### config.mk
export PLATFORM = sky130hd
export DESIGN_NAME = uid_top
export DESIGN_NICKNAME = d
export VERILOG_FILES = /design/src/verilog/uid_pkg.sv /design/src/verilog/uid_debounce.sv /design/src/verilog/uid_top.sv
export VERILOG_INCLUDE_DIRS = /design/src /design/src/verilog
export SDC_FILE = /design/constraint.sdc
export NUM_CORES = 1
export LEC_CHECK = 0
export BUFFER_PORTS_ARGS = -buffer_cell sky130_fd_sc_hd__buf_2
export CORE_UTILIZATION = 54
export DETAILED_ROUTE_END_ITERATION = 8
export PLACE_DENSITY = 0.73
export SLEW_MARGIN = 20
export SYNTH_ARGS = -nofsm -noshare
export SYNTH_HDL_FRONTEND = slang
export SYNTH_HIERARCHICAL = 1
export SYNTH_SLANG_ARGS = --single-unit
### constraint.sdc
create_clock -name clk -period 9.11 [get_ports clk]
set_clock_uncertainty 0.15 [all_clocks]
set_input_delay 0.911 -clock clk [delete_from_list [all_inputs] [get_ports clk]]
set_output_delay 0.911 -clock clk [all_outputs]
set_load 0.05 [all_outputs]
### src/verilog/uid_cfg.svh
/*
  Timing, zone geometry and calibration constants of the input decoder.
  Assumes a 100 MHz clock and a 1 ms tick.
*/
`ifndef UID_CFG_SVH
`define UID_CFG_SVH

`define UID_CLK_PERIOD_NS   10
`define UID_TICK_US         1000
`define UID_TICK_CYCLES     ((`UID_TICK_US * 1000) / `UID_CLK_PERIOD_NS)

`define UID_LONG_PRESS_MS   300
`define UID_VLONG_PRESS_MS  2000
`define UID_DCLICK_MS       500
`define UID_REPEAT_MS       250
`define UID_BLINK_MS        500
`define UID_STEP_GAP_MS     500
`define UID_LONG_TICKS      ((`UID_LONG_PRESS_MS * 1000) / `UID_TICK_US)
`define UID_VLONG_TICKS     ((`UID_VLONG_PRESS_MS * 1000) / `UID_TICK_US)
`define UID_DCLICK_TICKS    ((`UID_DCLICK_MS * 1000) / `UID_TICK_US)
`define UID_REPEAT_TICKS    ((`UID_REPEAT_MS * 1000) / `UID_TICK_US)
`define UID_BLINK_TICKS     ((`UID_BLINK_MS * 1000) / `UID_TICK_US)
`define UID_STEP_GAP_TICKS  ((`UID_STEP_GAP_MS * 1000) / `UID_TICK_US)

`define UID_DB_CHANNELS     5
`define UID_DB_TICKS        2'h3

`define UID_VEL_FAST_TH     18'h000f0
`define UID_VEL_MID_TH      18'h003c0

`define UID_SCR_CHARS       16
`define UID_SCR_LINES       8
`define UID_CHAR_W_PX       8
`define UID_LINE_H_PX       16
`define UID_EDGE_CHARS      3
`define UID_EDGE_LINES      2
`define UID_SCR_W_PX        (`UID_SCR_CHARS * `UID_CHAR_W_PX)
`define UID_SCR_H_PX        (`UID_SCR_LINES * `UID_LINE_H_PX)

`define UID_CAL_ATTEMPTS    2'h3

`endif

### src/verilog/uid_pkg.sv
/*
  Types of the input decoder: grades, wait modes, states.
  Assumes constants come from uid_cfg.svh.
*/
package uid_pkg;

  typedef enum logic [1:0] {
    UID_GRADE_LOW  = 2'h0,
    UID_GRADE_MID  = 2'h1,
    UID_GRADE_HIGH = 2'h2
  } uid_grade_t;

  typedef enum logic [1:0] {
    UID_WAIT_NONE   = 2'h0,
    UID_WAIT_MORE   = 2'h1,
    UID_WAIT_RESUME = 2'h2
  } uid_wait_t;

  typedef enum logic [3:0] {
    UID_K_IDLE  = 4'h1,
    UID_K_DOWN  = 4'h2,
    UID_K_GAP   = 4'h4,
    UID_K_DOWN2 = 4'h8
  } uid_key_st_t;

  typedef enum logic [5:0] {
    UID_C_IDLE = 6'h01,
    UID_C_PT1  = 6'h02,
    UID_C_RAW1 = 6'h04,
    UID_C_PT2  = 6'h08,
    UID_C_RAW2 = 6'h10,
    UID_C_EVAL = 6'h20
  } uid_cal_st_t;

endpackage

### src/verilog/uid_debounce.sv
/*
  Synchroniser and tick debouncer, one lane per input.
  Assumes a one-cycle tick pulse; inputs active high.
*/
`timescale 1ns/1ps
`include "uid_cfg.svh"

module uid_debounce
  import uid_pkg::*;
(
  input  wire logic                        clk,
  input  wire logic                        rst,
  input  wire logic                        tick,
  input  wire logic [`UID_DB_CHANNELS-1:0] raw,
  output logic      [`UID_DB_CHANNELS-1:0] clean
);

  genvar gi;
  generate
    for (gi = 0; gi < `UID_DB_CHANNELS; gi++) begin : g_lane
      logic       sync1_r;
      logic       sync2_r;
      logic [1:0] cnt_r;
      logic       clean_r;

      // New level must hold for several ticks
      always_ff @(posedge clk or posedge rst) begin
        if (rst) begin
          sync1_r <= 1'b0;
          sync2_r <= 1'b0;
          cnt_r   <= 2'h0;
          clean_r <= 1'b0;
        end else begin
          sync1_r <= raw[gi];
          sync2_r <= sync1_r;
          if (sync2_r == clean_r) begin
            cnt_r <= 2'h0;
          end else if (tick) begin
            if (cnt_r == `UID_DB_TICKS - 2'h1) begin
              clean_r <= sync2_r;
              cnt_r   <= 2'h0;
            end else begin
              cnt_r <= cnt_r + 2'h1;
            end
          end
        end
      end

      assign clean[gi] = clean_r;
    end
  endgenerate

endmodule

### src/verilog/uid_top.sv
/*
  User input decoder: key classes, encoder, hold buttons, touch bars,
  touch calibration.
  Assumes pre-scaled synchronous touch coordinates and menu-side judging.
*/
`timescale 1ns/1ps
`include "uid_cfg.svh"

// Operation
// Short and long key presses reported apart
// Two quick short presses give double click
// Steady, blinking or no cursor while waiting
// Step after configured count of same-direction pulses
// More detents per turn lowers velocity
// Velocity from gap between consecutive steps
// High grade after three fast steps only; code gives it on the second fast step in a row
// Direction follows phase order of channels
// Active-low increase/decrease buttons give steps
// Held button keeps raising speed grade
// Edge zones three chars, two lines
// Left/top decrement, right/bottom increment
// Held edge touch raises speed grade
// Centre touch acts as key, no hardware
// Calibrate at power-up without stored values
// Marker top right then bottom left
// At most three calibration attempts
// Physical key press aborts calibration
// Origin top left, flip and rotate options
// Inputs synchronised and debounced
// Two-second press at power-up reported
module uid_top
  import uid_pkg::*;
#(
  parameter int TICK_CYCLES = `UID_TICK_CYCLES
)
(
  input  wire logic       clk,
  input  wire logic       rst,
  input  wire logic       test_key,
  input  wire logic       enc_a,
  input  wire logic       enc_b,
  input  wire logic       inc_btn_n,
  input  wire logic       dec_btn_n,
  input  wire logic [2:0] enc_pulses,
  input  wire logic [7:0] enc_steps,
  input  wire logic       touch_valid,
  input  wire logic [7:0] touch_x,
  input  wire logic [7:0] touch_y,
  input  wire logic       touch_flip_x,
  input  wire logic       touch_flip_y,
  input  wire logic       touch_rotate,
  input  wire logic       cal_stored,
  input  wire logic       cal_start,
  input  wire logic       cal_check_valid,
  input  wire logic       cal_check_ok,
  input  wire logic       wait_key,
  input  wire uid_wait_t  wait_mode,
  input  wire logic       show_key_hint_text,
  input  wire logic       key_hint_avail,
  output logic            key_short,
  output logic            key_long,
  output logic            key_double,
  output logic            key_vlong,
  output logic            key_hw_pressed,
  output logic            step_up,
  output logic            step_down,
  output uid_grade_t      speed_grade,
  output logic            cursor_on,
  output logic            key_hint_on,
  output logic            cal_active,
  output logic            marker_top_right,
  output logic            marker_bottom_left,
  output logic            raw_show,
  output logic [7:0]      raw_x,
  output logic [7:0]      raw_y,
  output logic            cal_done,
  output logic            cal_fail,
  output logic            cal_abort
);

  // ----------------------------------------------------------------
  // Time base and input conditioning
  // ----------------------------------------------------------------
  logic [16:0] tick_cnt_r;
  logic        tick;
  logic [4:0]  db_raw;
  logic [4:0]  db;
  logic        key_db;
  logic        key_db_q_r;
  logic        key_rise;

  always_ff @(posedge clk or posedge rst) begin
    if (rst) begin
      tick_cnt_r <= 17'h0;
    end else if (tick) begin
      tick_cnt_r <= 17'h0;
    end else begin
      tick_cnt_r <= tick_cnt_r + 17'h1;
    end
  end
  assign tick = (tick_cnt_r == 17'(TICK_CYCLES - 1));

  // Pull-up buttons inverted before sync
  assign db_raw = {~dec_btn_n, ~inc_btn_n, enc_b, enc_a, test_key};

  uid_debounce u_db (
    .clk   (clk),
    .rst   (rst),
    .tick  (tick),
    .raw   (db_raw),
    .clean (db)
  );
  assign key_db = db[0];

  always_ff @(posedge clk or posedge rst) begin
    if (rst) begin
      key_db_q_r <= 1'b0;
    end else begin
      key_db_q_r <= key_db;
    end
  end
  assign key_rise = key_db & ~key_db_q_r;
  // Physical key only powers hardware
  assign key_hw_pressed = key_db_q_r;

  // ----------------------------------------------------------------
  // Touch orientation and zones
  // ----------------------------------------------------------------
  logic [7:0] tx_r;
  logic [7:0] ty_r;
  logic       tvalid_r;
  logic       tvalid_q_r;
  logic [7:0] tx_rot;
  logic [7:0] ty_rot;
  logic       zone_left;
  logic       zone_right;
  logic       zone_top;
  logic       zone_bottom;
  logic       touch_dec;
  logic       touch_inc;
  logic       touch_center;
  logic       touch_rise;
  logic       touch_fall;
  uid_cal_st_t cal_st_r;

  assign tx_rot = touch_rotate ? touch_y : touch_x;
  assign ty_rot = touch_rotate ? touch_x : touch_y;

  always_ff @(posedge clk or posedge rst) begin
    if (rst) begin
      tx_r       <= 8'h0;
      ty_r       <= 8'h0;
      tvalid_r   <= 1'b0;
      tvalid_q_r <= 1'b0;
    end else begin
      tx_r       <= touch_flip_x ? 8'(`UID_SCR_W_PX - 1) - tx_rot : tx_rot;
      ty_r       <= touch_flip_y ? 8'(`UID_SCR_H_PX - 1) - ty_rot : ty_rot;
      tvalid_r   <= touch_valid;
      tvalid_q_r <= tvalid_r;
    end
  end

  assign zone_left   = tx_r < 8'(`UID_EDGE_CHARS * `UID_CHAR_W_PX);
  assign zone_right  = tx_r >= 8'((`UID_SCR_CHARS - `UID_EDGE_CHARS) * `UID_CHAR_W_PX);
  assign zone_top    = ty_r < 8'(`UID_EDGE_LINES * `UID_LINE_H_PX);
  assign zone_bottom = ty_r >= 8'((`UID_SCR_LINES - `UID_EDGE_LINES) * `UID_LINE_H_PX);
  assign touch_rise  = tvalid_r & ~tvalid_q_r;
  assign touch_fall  = ~tvalid_r & tvalid_q_r;

  // Bars are dead while calibrating, the touch belongs to the marker
  assign touch_dec = tvalid_r & (cal_st_r == UID_C_IDLE) & (zone_left | zone_top);
  assign touch_inc = tvalid_r & (cal_st_r == UID_C_IDLE) & ~touch_dec &
                     (zone_right | zone_bottom);
  assign touch_center = tvalid_r & (cal_st_r == UID_C_IDLE) & ~touch_dec & ~touch_inc;

  // ----------------------------------------------------------------
  // Key classification
  // ----------------------------------------------------------------
  uid_key_st_t key_st_r;
  logic [11:0] key_cnt_r;
  logic        powerup_r;
  logic        press;

  assign press = key_db_q_r | touch_center;

  always_ff @(posedge clk or posedge rst) begin
    if (rst) begin
      key_st_r   <= UID_K_IDLE;
      key_cnt_r  <= 12'h0;
      powerup_r  <= 1'b1;
      key_short  <= 1'b0;
      key_long   <= 1'b0;
      key_double <= 1'b0;
      key_vlong  <= 1'b0;
    end else begin
      key_short  <= 1'b0;
      key_long   <= 1'b0;
      key_double <= 1'b0;
      key_vlong  <= 1'b0;
      if (tick && key_cnt_r != 12'hfff) begin
        key_cnt_r <= key_cnt_r + 12'h1;
      end
      unique case (key_st_r)
        UID_K_IDLE: begin
          // Key held from reset is still in debounce here
          if (!powerup_r) begin
            key_cnt_r <= 12'h0;
          end
          if (press) begin
            key_st_r <= UID_K_DOWN;
          end else if (key_cnt_r > 12'(`UID_DB_TICKS)) begin
            powerup_r <= 1'b0;
          end
        end
        UID_K_DOWN: begin
          if (!press) begin
            key_cnt_r <= 12'h0;
            powerup_r <= 1'b0;
            if (powerup_r && key_cnt_r >= 12'(`UID_VLONG_TICKS)) begin
              key_vlong <= 1'b1;
              key_st_r  <= UID_K_IDLE;
            end else if (key_cnt_r > 12'(`UID_LONG_TICKS)) begin
              key_long <= 1'b1;
              key_st_r <= UID_K_IDLE;
            end else begin
              key_st_r <= UID_K_GAP;
            end
          end
        end
        UID_K_GAP: begin
          if (press) begin
            key_st_r <= UID_K_DOWN2;
          end else if (key_cnt_r >= 12'(`UID_DCLICK_TICKS)) begin
            key_short <= 1'b1;
            key_st_r  <= UID_K_IDLE;
          end
        end
        UID_K_DOWN2: begin
          if (!press) begin
            key_double <= 1'b1;
            key_st_r   <= UID_K_IDLE;
          end
        end
      endcase
    end
  end

  // ----------------------------------------------------------------
  // Quadrature decoding and velocity
  // ----------------------------------------------------------------
  logic [1:0]  ab_prev_r;
  logic [1:0]  ab;
  logic        one_edge;
  logic        dir_up;
  logic        pulse_dir_r;
  logic [2:0]  pulse_cnt_r;
  logic [2:0]  pulse_nxt;
  logic        enc_step;
  logic        enc_step_up;
  logic [9:0]  gap_r;
  logic [1:0]  fast_cnt_r;
  logic [17:0] gap_scaled;
  uid_grade_t  enc_grade;
  logic [1:0]  fast_nxt;

  assign ab        = db[2:1];
  assign one_edge  = ^(ab ^ ab_prev_r);
  assign dir_up    = ab_prev_r[0] ^ ab[1];
  assign pulse_nxt = (dir_up == pulse_dir_r) ? pulse_cnt_r + 3'h1 : 3'h1;
  assign enc_step  = one_edge & (pulse_nxt >= enc_pulses);
  assign enc_step_up = dir_up;

  always_ff @(posedge clk or posedge rst) begin
    if (rst) begin
      ab_prev_r   <= 2'h0;
      pulse_dir_r <= 1'b0;
      pulse_cnt_r <= 3'h0;
    end else begin
      ab_prev_r <= ab;
      if (one_edge) begin
        pulse_dir_r <= dir_up;
        pulse_cnt_r <= enc_step ? 3'h0 : pulse_nxt;
      end
    end
  end

  // Finer encoders grade lower
  assign gap_scaled = 18'(gap_r) * 18'(enc_steps);
  assign fast_nxt   = (fast_cnt_r == 2'h2) ? 2'h2 : fast_cnt_r + 2'h1;

  always_comb begin
    enc_grade = UID_GRADE_LOW;
    if (gap_r >= 10'(`UID_STEP_GAP_TICKS)) begin
      enc_grade = UID_GRADE_LOW;
    end else if (gap_scaled < `UID_VEL_FAST_TH) begin
      enc_grade = (fast_nxt == 2'h2) ? UID_GRADE_HIGH : UID_GRADE_MID;
    end else if (gap_scaled < `UID_VEL_MID_TH) begin
      enc_grade = UID_GRADE_MID;
    end
  end

  always_ff @(posedge clk or posedge rst) begin
    if (rst) begin
      gap_r      <= 10'(`UID_STEP_GAP_TICKS);
      fast_cnt_r <= 2'h0;
    end else if (enc_step) begin
      gap_r <= 10'h0;
      if (gap_r < 10'(`UID_STEP_GAP_TICKS) && gap_scaled < `UID_VEL_FAST_TH) begin
        fast_cnt_r <= fast_nxt;
      end else begin
        fast_cnt_r <= 2'h0;
      end
    end else if (tick && gap_r < 10'(`UID_STEP_GAP_TICKS)) begin
      gap_r <= gap_r + 10'h1;
    end
  end

  // ----------------------------------------------------------------
  // Hold-to-accelerate for buttons and edge bars
  // ----------------------------------------------------------------
  logic       hold_up;
  logic       hold_dn;
  logic       hold_act_r;
  logic [8:0] rep_cnt_r;
  uid_grade_t hold_grade_r;
  logic       hold_step;
  logic       hold_up_r;

  assign hold_up   = db[3] | touch_inc;
  assign hold_dn   = db[4] | touch_dec;
  assign hold_step = ((hold_up | hold_dn) & ~hold_act_r) |
                     (hold_act_r & tick & rep_cnt_r == 9'(`UID_REPEAT_TICKS - 1));

  always_ff @(posedge clk or posedge rst) begin
    if (rst) begin
      hold_act_r   <= 1'b0;
      hold_up_r    <= 1'b0;
      rep_cnt_r    <= 9'h0;
      hold_grade_r <= UID_GRADE_LOW;
    end else if (!(hold_up | hold_dn)) begin
      hold_act_r   <= 1'b0;
      rep_cnt_r    <= 9'h0;
      hold_grade_r <= UID_GRADE_LOW;
    end else if (!hold_act_r) begin
      hold_act_r <= 1'b1;
      hold_up_r  <= hold_up;
    end else if (tick) begin
      if (rep_cnt_r == 9'(`UID_REPEAT_TICKS - 1)) begin
        rep_cnt_r <= 9'h0;
        if (hold_grade_r != UID_GRADE_HIGH) begin
          hold_grade_r <= uid_grade_t'(hold_grade_r + 2'h1);
        end
      end else begin
        rep_cnt_r <= rep_cnt_r + 9'h1;
      end
    end
  end

  // Encoder wins a clash; hold repeats anyway
  always_ff @(posedge clk or posedge rst) begin
    if (rst) begin
      step_up     <= 1'b0;
      step_down   <= 1'b0;
      speed_grade <= UID_GRADE_LOW;
    end else begin
      step_up   <= 1'b0;
      step_down <= 1'b0;
      if (enc_step) begin
        step_up     <= enc_step_up;
        step_down   <= ~enc_step_up;
        speed_grade <= enc_grade;
      end else if (hold_step) begin
        step_up     <= hold_act_r ? hold_up_r : hold_up;
        step_down   <= hold_act_r ? ~hold_up_r : ~hold_up;
        speed_grade <= hold_grade_r;
      end
    end
  end

  // ----------------------------------------------------------------
  // Cursor and key hint
  // ----------------------------------------------------------------
  logic [8:0] blink_cnt_r;
  logic       blink_r;
  logic       hint;

  assign hint = show_key_hint_text & key_hint_avail;

  always_ff @(posedge clk or posedge rst) begin
    if (rst) begin
      blink_cnt_r <= 9'h0;
      blink_r     <= 1'b0;
    end else if (tick) begin
      if (blink_cnt_r == 9'(`UID_BLINK_TICKS - 1)) begin
        blink_cnt_r <= 9'h0;
        blink_r     <= ~blink_r;
      end else begin
        blink_cnt_r <= blink_cnt_r + 9'h1;
      end
    end
  end

  always_ff @(posedge clk or posedge rst) begin
    if (rst) begin
      cursor_on   <= 1'b0;
      key_hint_on <= 1'b0;
    end else begin
      key_hint_on <= wait_key & (wait_mode != UID_WAIT_NONE) & hint;
      cursor_on   <= wait_key & ~hint & ((wait_mode == UID_WAIT_MORE) |
                     ((wait_mode == UID_WAIT_RESUME) & blink_r));
    end
  end

  // ----------------------------------------------------------------
  // Touch calibration
  // ----------------------------------------------------------------
  logic       boot_r;
  logic [1:0] attempt_r;

  assign cal_active         = (cal_st_r != UID_C_IDLE);
  assign marker_top_right   = (cal_st_r == UID_C_PT1);
  assign marker_bottom_left = (cal_st_r == UID_C_PT2);

  always_ff @(posedge clk or posedge rst) begin
    if (rst) begin
      cal_st_r  <= UID_C_IDLE;
      boot_r    <= 1'b1;
      attempt_r <= 2'h0;
      raw_show  <= 1'b0;
      raw_x     <= 8'h0;
      raw_y     <= 8'h0;
      cal_done  <= 1'b0;
      cal_fail  <= 1'b0;
      cal_abort <= 1'b0;
    end else begin
      boot_r    <= 1'b0;
      cal_done  <= 1'b0;
      cal_fail  <= 1'b0;
      cal_abort <= 1'b0;
      if (cal_active && key_rise) begin
        cal_st_r  <= UID_C_IDLE;
        raw_show  <= 1'b0;
        cal_abort <= 1'b1;
      end else begin
        unique case (cal_st_r)
          UID_C_IDLE: begin
            if ((boot_r && !cal_stored) || cal_start) begin
              cal_st_r  <= UID_C_PT1;
              attempt_r <= 2'h1;
              raw_show  <= 1'b0;
            end
          end
          UID_C_PT1, UID_C_PT2: begin
            if (touch_rise) begin
              raw_x    <= touch_x;
              raw_y    <= touch_y;
              raw_show <= 1'b1;
              cal_st_r <= (cal_st_r == UID_C_PT1) ? UID_C_RAW1 : UID_C_RAW2;
            end
          end
          UID_C_RAW1: begin
            if (touch_fall) begin
              cal_st_r <= UID_C_PT2;
            end
          end
          UID_C_RAW2: begin
            if (touch_fall) begin
              cal_st_r <= UID_C_EVAL;
            end
          end
          UID_C_EVAL: begin
            if (cal_check_valid) begin
              if (cal_check_ok) begin
                cal_done <= 1'b1;
                cal_st_r <= UID_C_IDLE;
              end else if (attempt_r < `UID_CAL_ATTEMPTS) begin
                attempt_r <= attempt_r + 2'h1;
                raw_show  <= 1'b0;
                cal_st_r  <= UID_C_PT1;
              end else begin
                cal_fail <= 1'b1;
                cal_st_r <= UID_C_IDLE;
              end
            end
          end
          default: cal_st_r <= UID_C_IDLE;
        endcase
      end
    end
  end

endmodule

==> out/metrics.yaml, run 1 <==
status:
  status: "finished, final reports clean"
routing:
  drt_iter0_drc: 335
  postRouteAntennaNets: 0
  wirelength_um: 18800
  dr.pass1.iters: 5
  drc: 0
  wire_per_inst_um: 14.5
  viasPerCell: 5.47
  vias: 7072
clock_tree:
  postCtsSetupRepairBufs: 0
  cts_max_level: 4
  insertion_delay_ps: 430
  cts_resized: 0
  cts_num_sinks: 150
  clk_pin_slew_ps: 60
  tritoncts: "done"
  root_buffer: "clkbuf_16"
  cts_hold_buf: 0
  cts_buffer_depth: 2
  cts_buffers: 17
final_layout:
  drive_gt1_frac: 0.140
  final_cells: 1294
  n_fill_cell: 1425
  nets: 1201
  syn2layout_area_growth_pct: 11.4
  n_antenna_cell: 0
  postLayoutCellArea_mm2: 0.0110
setup_path:
  slowest_delay_ps: 550
  worstPathCellList: "buf_2 > nand2_1 > fa_1 > fa_1 > inv_1 > fa_1 > inv_1 > fa_1 > inv_1 > ha_1 > a21oi_1 > a21o_1 > a21oi_1 > or3_1 > a2111oi_0 > nand4_1 > o31ai_2"
  cp_top_family: "adder cells"
  crit_slowest_cell: "fa_1"
  rrSetupSlack_ps: 3600
  crit_buf_inv: 4
  cp-startpoint: "enc_steps[7]"
  required_ps: 9300
  critPathMaxFanout: 10
  worstReg2RegStart: "gap_r[0]$_DFFE_PP0P_"
  worstSetupEndpointType: "flip-flop"
  start_kind: "primary input"
  critPathKind: "primary input to flip-flop"
  crit_path_frequent_cell: "fa_1"
  crit_arrival_ps: 5720
power:
  switchingPower_mw: 1.15
  irDropWorstVdd_uv: 269
  p_leak_nw: 5.20
  p_int_mw: 1.59
  pwr-share-seq: 0.287
  clockPowerShare: 0.254
  power-per-cell-area_mw_per_mm2: 251
  p_sw_frac: 0.419
  p_comb_frac: 0.459
synthesis:
  syn_inst: 990
  synth_area_leader_cell: "dfrtp_1"
  ys_seq_area_frac: 0.383
  synth_flop_cell: "dfrtp_1"
  synth.top_cell.area_share: 0.356
  synth_mux_area_frac: 0.0435
  yosys.area_share.simple: 0.209
  synth_common_cells: "140 x dfrtp_1, 86 x inv_1, 79 x and2_1"
  synthXorXnorAreaFrac: 0.0597
  netlist_top_cells_area: "dfrtp_1 36%, fa_1 9.8%, ha_1 6.4%"
  syn_area_mm2: 0.00983
  synthAdderAreaFrac: 0.161
  synth_cell_types: 75
  synth_edf_count: 0
  syn_area_per_cell_um2: 9.93
  syn_nets: 1135
  synth_compound_area_frac: 0.0910
  ys_seq_elements: 150
  synthArstFlopShare: 1.00
  yosysMostFrequentCell: "dfrtp_1"
  synth_top_family_by_area: "simple AND/OR/NAND/NOR gates"
  yosysWarnings: 6
sta:
  fin_crit_sh: 0.608
  fmax_mhz: 181
  slew_violations: 0
  finalSetupViolCount: 0
  worstMarginPinSlew_ps: 911
  rsz0062_at_grt: "false"
  slew_headroom: 0.392
  period_minus_slack_ps: 5540
  finalHoldViolCount: 0
  fin_setup_tns_ps: 0
placed_design:
  postPlaceCellArea_mm2: 0.0104
  hpwl_um: 13700
  port_buffers: 80
  placedCellCount: 1262
  gp_congestion: 0.832
grt:
  grt_max_degree: 81
  antenna_found_initial: 0
  grt_pass1_vias: 6984
  grt_usage: 0.221
  grt_overflow: 0
  grt_pass1_wl_um: 32500
hold_path:
  min_from: "u_db/g_lane[0].sync1_r$_DFF_PP0_"
  hp-class: "flip-flop to flip-flop"
floorplanning:
  pin_count: 81
  die_w_um: 137
  die_h_um: 137
  core_area_mm2: 0.0175
  dieArea_mm2: 0.0187
  initial_core_util: 0.561
  placementRows: 48
flow_run:
  maxCapViolCount: 0
final timing paths:
check                                                   endpoint  depth (start not counted)
worst max-delay path                  speed_grade[0]$_DFFE_PP0P_                         17
worst min-delay path            u_db/g_lane[0].sync2_r$_DFF_PP0_                          0
worst max register to register        speed_grade[0]$_DFFE_PP0P_                         16
worst min register to register  u_db/g_lane[0].sync2_r$_DFF_PP0_                          0
max in group asynchronous                cal_st_r[4]$_DFFE_PP0P_                          3
min in group asynchronous               rep_cnt_r[2]$_DFFE_PP0P_                          2
cells in the final DEF, fill, tap and decap left out, types with 17 or more instances in the layout:
cell and count:
fa_1 48, nor2_1 77, xnor2_1 31, nand3_1 23, buf_2 80, o21ai_0 29, and2_1 79, inv_1 85
clkbuf_16 17, dfrtp_1 140, xor2_1 36, nand2_1 72, ha_1 50, a21oi_1 30, nand2b_1 20
layout make-up:
| type | count | area (µm²) | area share |
|---|---|---|---|
| multi-input cells | 715 | 5560 | 0.507 |
| flip-flops and latches | 150 | 3770 | 0.344 |
| repair buffers | 83 | 427 | 0.0390 |
| clock buffers | 17 | 425 | 0.0388 |
| inverters | 89 | 337 | 0.0307 |
| well taps | 225 | 282 | 0.0257 |
| clock inverters | 15 | 160 | 0.0146 |
registers in the layout (all words and copies together) (netlist names), 3 cells and up:
name / cells
tick_cnt_r: 17
key_cnt_r: 12
gap_r: 10
u_db/g_lane.cnt_r: 10
blink_cnt_r: 9
rep_cnt_r: 9
raw_x: 8
raw_y: 8
cal_st_r: 6
tx_r: 5
u_db/g_lane.clean_r: 5
u_db/g_lane.sync1_r: 5
u_db/g_lane.sync2_r: 5
key_st_r: 4
pulse_cnt_r: 3
ty_r: 3
through the flow:
stage          worst slack, ps  hold WS, ps  utilization  total power, mW
2_1_floorplan             3530          181            -             1.78
3_3_place_gp              3270          183        0.591             2.03
3_5_place_dp              3210          186        0.591             2.05
4_1_cts                   3610          202        0.624             2.76
5_1_grt                   3280          205        0.625             2.95
6_report                  3570          198        0.625             2.74
routing by layer:
| layer | track usage | up-vias | part of all wire |
|---|---|---|---|
| met5 | 0 | - | 0 |
| met4 | 0.0849 | 0 | 0.019 |
| met3 | 0.0407 | 32 | 0.041 |
| met2 | 0.355 | 146 | 0.47 |
| met1 | 0.299 | 3427 | 0.47 |
| li1 | - | 3467 | - |
cells by family after synthesis:
kind of cell	count (synthesis)
muxes	38
adders and majority gates	98
DFF	150
xor gates and xnor gates	67
AOI/OAI and AO/OA	134
buffers and inverters	125
other	1
and+or+nand+nor	377
power groups by stage:
stage / Clock (mW) / Combinational, mW / Sequential [mW]
finish: 0.697 / 1.26 / 0.787
global route: 0.740 / 1.42 / 0.797
CTS: 0.713 / 1.26 / 0.787
detailed placement: 0 / 1.25 / 0.799
global placement: 0 / 1.24 / 0.796
floorplan: 0 / 0.868 / 0.916
Note: power is estimated with default switching activity, not from simulation.
==> run 2: changes to the inputs <==
Clock period 9.11 ns to 5.5 ns, I/O delays scaled along.
==> out/metrics.yaml, run 2 (synthesis results as in run 1) <==
routing:
  viasPerCell: 5.42
  wirelength_um: 18900
  wire_per_inst_um: 14.4
  dr.pass1.iters: 4
  postRouteAntennaNets: 0
  vias: 7095
  drt_iter0_drc: 390
  drc: 0
sta:
  slew_headroom: 0.376
  fin_setup_tns_ps: 0
  worstMarginPinSlew_ps: 933
  finalSetupViolCount: 0
  fmax_mhz: 193
  fin_crit_sh: 0.942
  whs_ps: 91.7
  slew_violations: 0
  finalHoldViolCount: 0
  period_minus_slack_ps: 5180
setup_path:
  cp-endpoint: "speed_grade[0]$_DFFE_PP0P_"
  rr_endpoint: "speed_grade[0]$_DFFE_PP0P_"
  start_kind: "flip-flop"
  r2r.worst_path.cells: 16
  required_ps: 5670
  worstPathCellList: "buf_4 > and2_1 > fa_1 > fa_1 > fa_1 > inv_1 > fa_1 > inv_1 > ha_1 > o21a_1 > o21ai_0 > o31ai_1 > xor2_1 > a2111oi_1 > nand4_1 > o31ai_2"
  worstReg2RegStart: "gap_r[6]$_DFFE_PP1P_"
  critPathKind: "flip-flop to flip-flop"
  rrSetupSlack_ps: 320
  crit_path_frequent_cell: "fa_1"
  slowest_delay_ps: 630
  worstSetupEndpointType: "flip-flop"
  crit_arrival_ps: 5360
  crit_slowest_cell: "dfstp_2"
  cp-startpoint: "gap_r[6]$_DFFE_PP1P_"
  critPathMaxFanout: 8
final_layout:
  postLayoutCellArea_mm2: 0.0111
  n_antenna_cell: 0
  largest-register: "tick_cnt_r"
  n_fill_cell: 1460
  final_cell_mix: "139 x dfrtp_1, 85 x inv_1, 81 x buf_2, 79 x and2_1, 77 x nor2_1"
  syn2layout_area_growth_pct: 12.7
  drive_gt1_frac: 0.153
  nets: 1217
  final_common_cell: "dfrtp_1"
  largest_registers: "tick_cnt_r: 17 flops, key_cnt_r: 12 flops"
  largest_register_ffs: 17
floorplanning:
  placementRows: 48
  initial_core_util: 0.561
  dieArea_mm2: 0.0187
  die_h_um: 137
  core_area_mm2: 0.0175
  die_w_um: 137
  pin_count: 81
power:
  irDropWorstVdd_uv: 295
  clockPowerShare: 0.249
  p_sw_frac: 0.405
  p_comb_frac: 0.467
  p_leak_nw: 5.25
  power-per-cell-area_mw_per_mm2: 415
  switchingPower_mw: 1.86
  pwr-share-seq: 0.283
  p_int_mw: 2.73
grt:
  grt_pass1_vias: 6933
  grt_pass1_wl_um: 32200
  grt_max_degree: 85
  antenna_found_initial: 0
  grt_overflow: 0
  grt_usage: 0.219
clock_tree:
  tritoncts: "done"
  insertion_delay_ps: 410
  cts_buffers: 17
  cts_hold_buf: 0
  cts_max_level: 4
  clk_pin_slew_ps: 60
  root_buffer: "clkbuf_16"
  cts_num_sinks: 150
  cts_buffer_depth: 2
status:
  status: "finished, final reports clean"
placed_design:
  hpwl_um: 14000
  port_buffers: 80
  postPlaceCellArea_mm2: 0.0104
  gp_congestion: 0.840
hold_path:
  hp-class: "primary input to flip-flop"
  hold_path_depth: 1
flow_run:
  maxCapViolCount: 0
-- run 2: how the worst min path moves through the flow --
stage                                     start                                to  slack (ps)
2_1_floorplan  u_db/g_lane[0].sync1_r$_DFF_PP0_  u_db/g_lane[0].sync2_r$_DFF_PP0_         180
3_3_place_gp   u_db/g_lane[2].sync1_r$_DFF_PP0_  u_db/g_lane[2].sync2_r$_DFF_PP0_         180
3_5_place_dp   u_db/g_lane[0].sync1_r$_DFF_PP0_  u_db/g_lane[0].sync2_r$_DFF_PP0_         180
4_1_cts                                   enc_a  u_db/g_lane[1].sync1_r$_DFF_PP0_          70
5_1_grt                                   enc_a  u_db/g_lane[1].sync1_r$_DFF_PP0_          60
6_report                                  enc_a  u_db/g_lane[1].sync1_r$_DFF_PP0_          90
-- run 2: routing by layer --
metal / global-route usage / up-vias / routed length [µm] / part of all wire
li1: - / 3492 / - / -
met1: 0.293 / 3460 / 8890 / 0.47
met2: 0.358 / 127 / 9110 / 0.48
met3: 0.0485 / 16 / 719 / 0.038
met4: 0.0611 / 0 / 177 / 0.0094
met5: 0 / - / 0 / 0
-- run 2: worst max-delay path, delay by kind of cell (launching register included) --
family | cells | cell delay, ps
simple gates | 2 | 380
flops | 1 | 630
compound gates | 5 | 1160
buf+inv | 3 | 260
fa+ha+maj | 5 | 2380
xor+xnor | 1 | 160
-- run 2: power groups by stage --
stage,sequential (mW),combinational [mW],clock (mW)
5_1_grt,1.32,2.41,1.22
2_1_floorplan,1.52,1.44,0
4_1_cts,1.30,2.13,1.17
3_5_place_dp,1.32,2.12,0
6_report,1.30,2.15,1.14
3_3_place_gp,1.32,2.10,0
-- run 2: final cells by class --
type | instances | area, µm² | area share
Clock buffer | 22 | 464 | 0.0419
Clock inverter | 10 | 121 | 0.0110
Inverter | 89 | 339 | 0.0306
Multi-Input combinational cell | 715 | 5560 | 0.502
Sequential cell | 150 | 3770 | 0.340
Tap cell | 225 | 282 | 0.0254
Timing Repair Buffer | 99 | 541 | 0.0488
-- run 2: what timing repair did --
action	CTS	global route
gates resized for setup	0	4
buffers inserted	0	9
endpoints found under the setup margin	0	4
-- run 2: per-stage QoR --
stage / std cells / power [mW] / setup slack, ps / utilization
after CTS: 1301 / 4.61 / 145 / 0.627
after floorplan: 990 / 2.95 / 280 / -
final: 1310 / 4.59 / 317 / 0.632
after detailed placement: 1269 / 3.44 / 59.2 / 0.594
after global routing: 1310 / 4.94 / -1.85 / 0.632
after global placement: 1269 / 3.41 / 122 / 0.594
==> run 3: changes to the inputs <==
--- a/config.mk
+++ b/config.mk
@@ -11,4 +11,5 @@
 export DETAILED_ROUTE_END_ITERATION = 8
 export PLACE_DENSITY = 0.73
+export SETUP_SLACK_MARGIN = 0.2
 export SLEW_MARGIN = 20
 export SYNTH_ARGS = -nofsm -noshare
==> constraint.sdc (replaced) <==
create_clock -name clk -period 5.5 [get_ports clk]
set_clock_uncertainty 0.15 [all_clocks]
set_input_delay 0.275 -clock clk [delete_from_list [all_inputs] [get_ports clk]]
set_output_delay 0.275 -clock clk [all_outputs]
set_load 0.05 [all_outputs]
==> out/metrics.yaml, run 3 (synthesis results as in run 1) <==
floorplanning:
  pin_count: 81
  die_w_um: 137
  initial_core_util: 0.561
  die_h_um: 137
  core_area_mm2: 0.0175
  placementRows: 48
  dieArea_mm2: 0.0187
final_layout:
  final_cell_mix: "139 x dfrtp_1, 85 x inv_1, 80 x buf_2, 79 x and2_1, 77 x nor2_1"
  largest_register_ffs: 17
  nets: 1249
  largest-register: "tick_cnt_r"
  n_antenna_cell: 0
  fin_util: 0.652
  drive_gt1_frac: 0.155
  final_cells: 1342
  final_common_cell: "dfrtp_1"
  syn2layout_area_growth_pct: 16.3
  largest_registers: "tick_cnt_r: 17 flops, key_cnt_r: 12 flops"
placed_design:
  hpwl_um: 13800
  placedCellCount: 1266
  pre_cts_slack_ps: 205
  port_buffers: 80
  gp_congestion: 0.834
grt:
  grt_max_degree: 71
  grt_pass1_vias: 6984
  grt_usage: 0.226
  grt.met2_usage: 0.358
  busiest_layer: "met2"
  grt_overflow: 0
  grt_pass1_wl_um: 33000
  antenna_found_initial: 0
  grt_use_met1: 0.314
  use_met3: 0.0415
routing:
  wirelength_um: 19800
  viasPerCell: 5.42
  vias: 7267
  wire_per_inst_um: 14.7
  postRouteAntennaNets: 0
  dr.pass1.iters: 5
  drt_iter0_drc: 389
  drc: 0
power:
  irDropWorstVdd_uv: 330
  finalPower_mw: 4.71
  p_leak_nw: 5.41
  power-per-cell-area_mw_per_mm2: 412
clock_tree:
  cts_buffers: 17
  cts_buffer_depth: 2
  root_buffer: "clkbuf_16"
  insertion_delay_ps: 440
  tritoncts: "done"
  cts_max_level: 4
  cts_num_sinks: 150
  clk_pin_slew_ps: 70
status:
  status: "finished, final reports clean"
sta:
  fin_setup_tns_ps: 0
  fin_ws_ps: 424
  worstMarginPinSlew_ps: 1070
  finalHoldViolCount: 0
  fmax_mhz: 197
  finalSetupViolCount: 0
  slew_headroom: 0.281
  slew_violations: 0
  rsz0062_at_grt: "false"
  period_minus_slack_ps: 5080
  fin_crit_sh: 0.923
setup_path:
  critPathMaxFanout: 12
  required_ps: 5690
  crit_arrival_ps: 5270
  critPathKind: "flip-flop to flip-flop"
  worstSetupEndpointType: "flip-flop"
  start_kind: "flip-flop"
hold_path:
  hp-class: "primary input to flip-flop"
flow_run:
  maxCapViolCount: 0
run 3: critical path, stage by stage, from the launching register on:
cell and delay (ps):
dfstp_2 530, buf_4 170, and2_1 160, fa_1 450, fa_1 530, fa_1 550
inv_1 60, fa_1 530, inv_1 40, ha_1 360, o21a_1 260, o21ai_2 170
o31ai_2 80, xor2_1 160, a2111oi_2 320, nand4_1 110, buf_4 170, o31ai_2 160
run 3: layout make-up:
type,count,area [µm²]
Timing Repair Buffer,131,861
Fill cell,1402,6100
Tap cell,225,282
Inverter,89,337
Sequential cell,150,3770
Clock buffer,18,429
Multi-Input combinational cell,715,5600
Clock inverter,14,158
run 3: where the power goes:
group          leakage, nW  switching, mW  internal, mW  total (mW)
combinational         3.20           1.39         0.850        2.24
clock                0.288          0.524         0.648        1.17
sequential            1.92         0.0807          1.22        1.30
total                 5.41           2.00          2.71        4.71
run 3: metal layers:
metal  up-vias  wire, µm
met5         -         0
met4         0       274
met1      3489      9170
li1       3564         -
met3        23       965
met2       191      9360
run 3: final timing paths:
check | endpoint | slack, ps | depth (start not counted) | start
max in group asynchronous | tick_cnt_r[7]$_DFF_PP0_ | 3530 | 4 | rst
worst max-delay path | speed_grade[0]$_DFFE_PP0P_ | 420 | 17 | gap_r[2]$_DFFE_PP1P_
worst min register to register | u_db/g_lane[0].sync2_r$_DFF_PP0_ | 200 | 0 | u_db/g_lane[0].sync1_r$_DFF_PP0_
worst min-delay path | cal_st_r[0]$_DFFE_PP1P_ | 30 | 3 | cal_start
min in group asynchronous | raw_y[0]$_DFFE_PP0P_ | 450 | 3 | rst
worst max register to register | speed_grade[0]$_DFFE_PP0P_ | 420 | 17 | gap_r[2]$_DFFE_PP1P_
run 3: timing repair:
action | in CTS | in global routing
endpoints found under the setup margin | 4 | 4
gates resized for setup | 1 | 12
hold endpoints to repair | 122 | 0
hold buffers | 32 | 0
pin swaps | 0 | 2
setup buffers | 0 | 12
run 3: per-stage QoR:
step | hold slack, ps | cell area, µm²
after detailed placement | 185 | 10400
after CTS | 8.80 | 11300
after floorplan | 152 | 9830
final | 32.9 | 11400
after global routing | 42.5 | 11400
after global placement | 182 | 10400
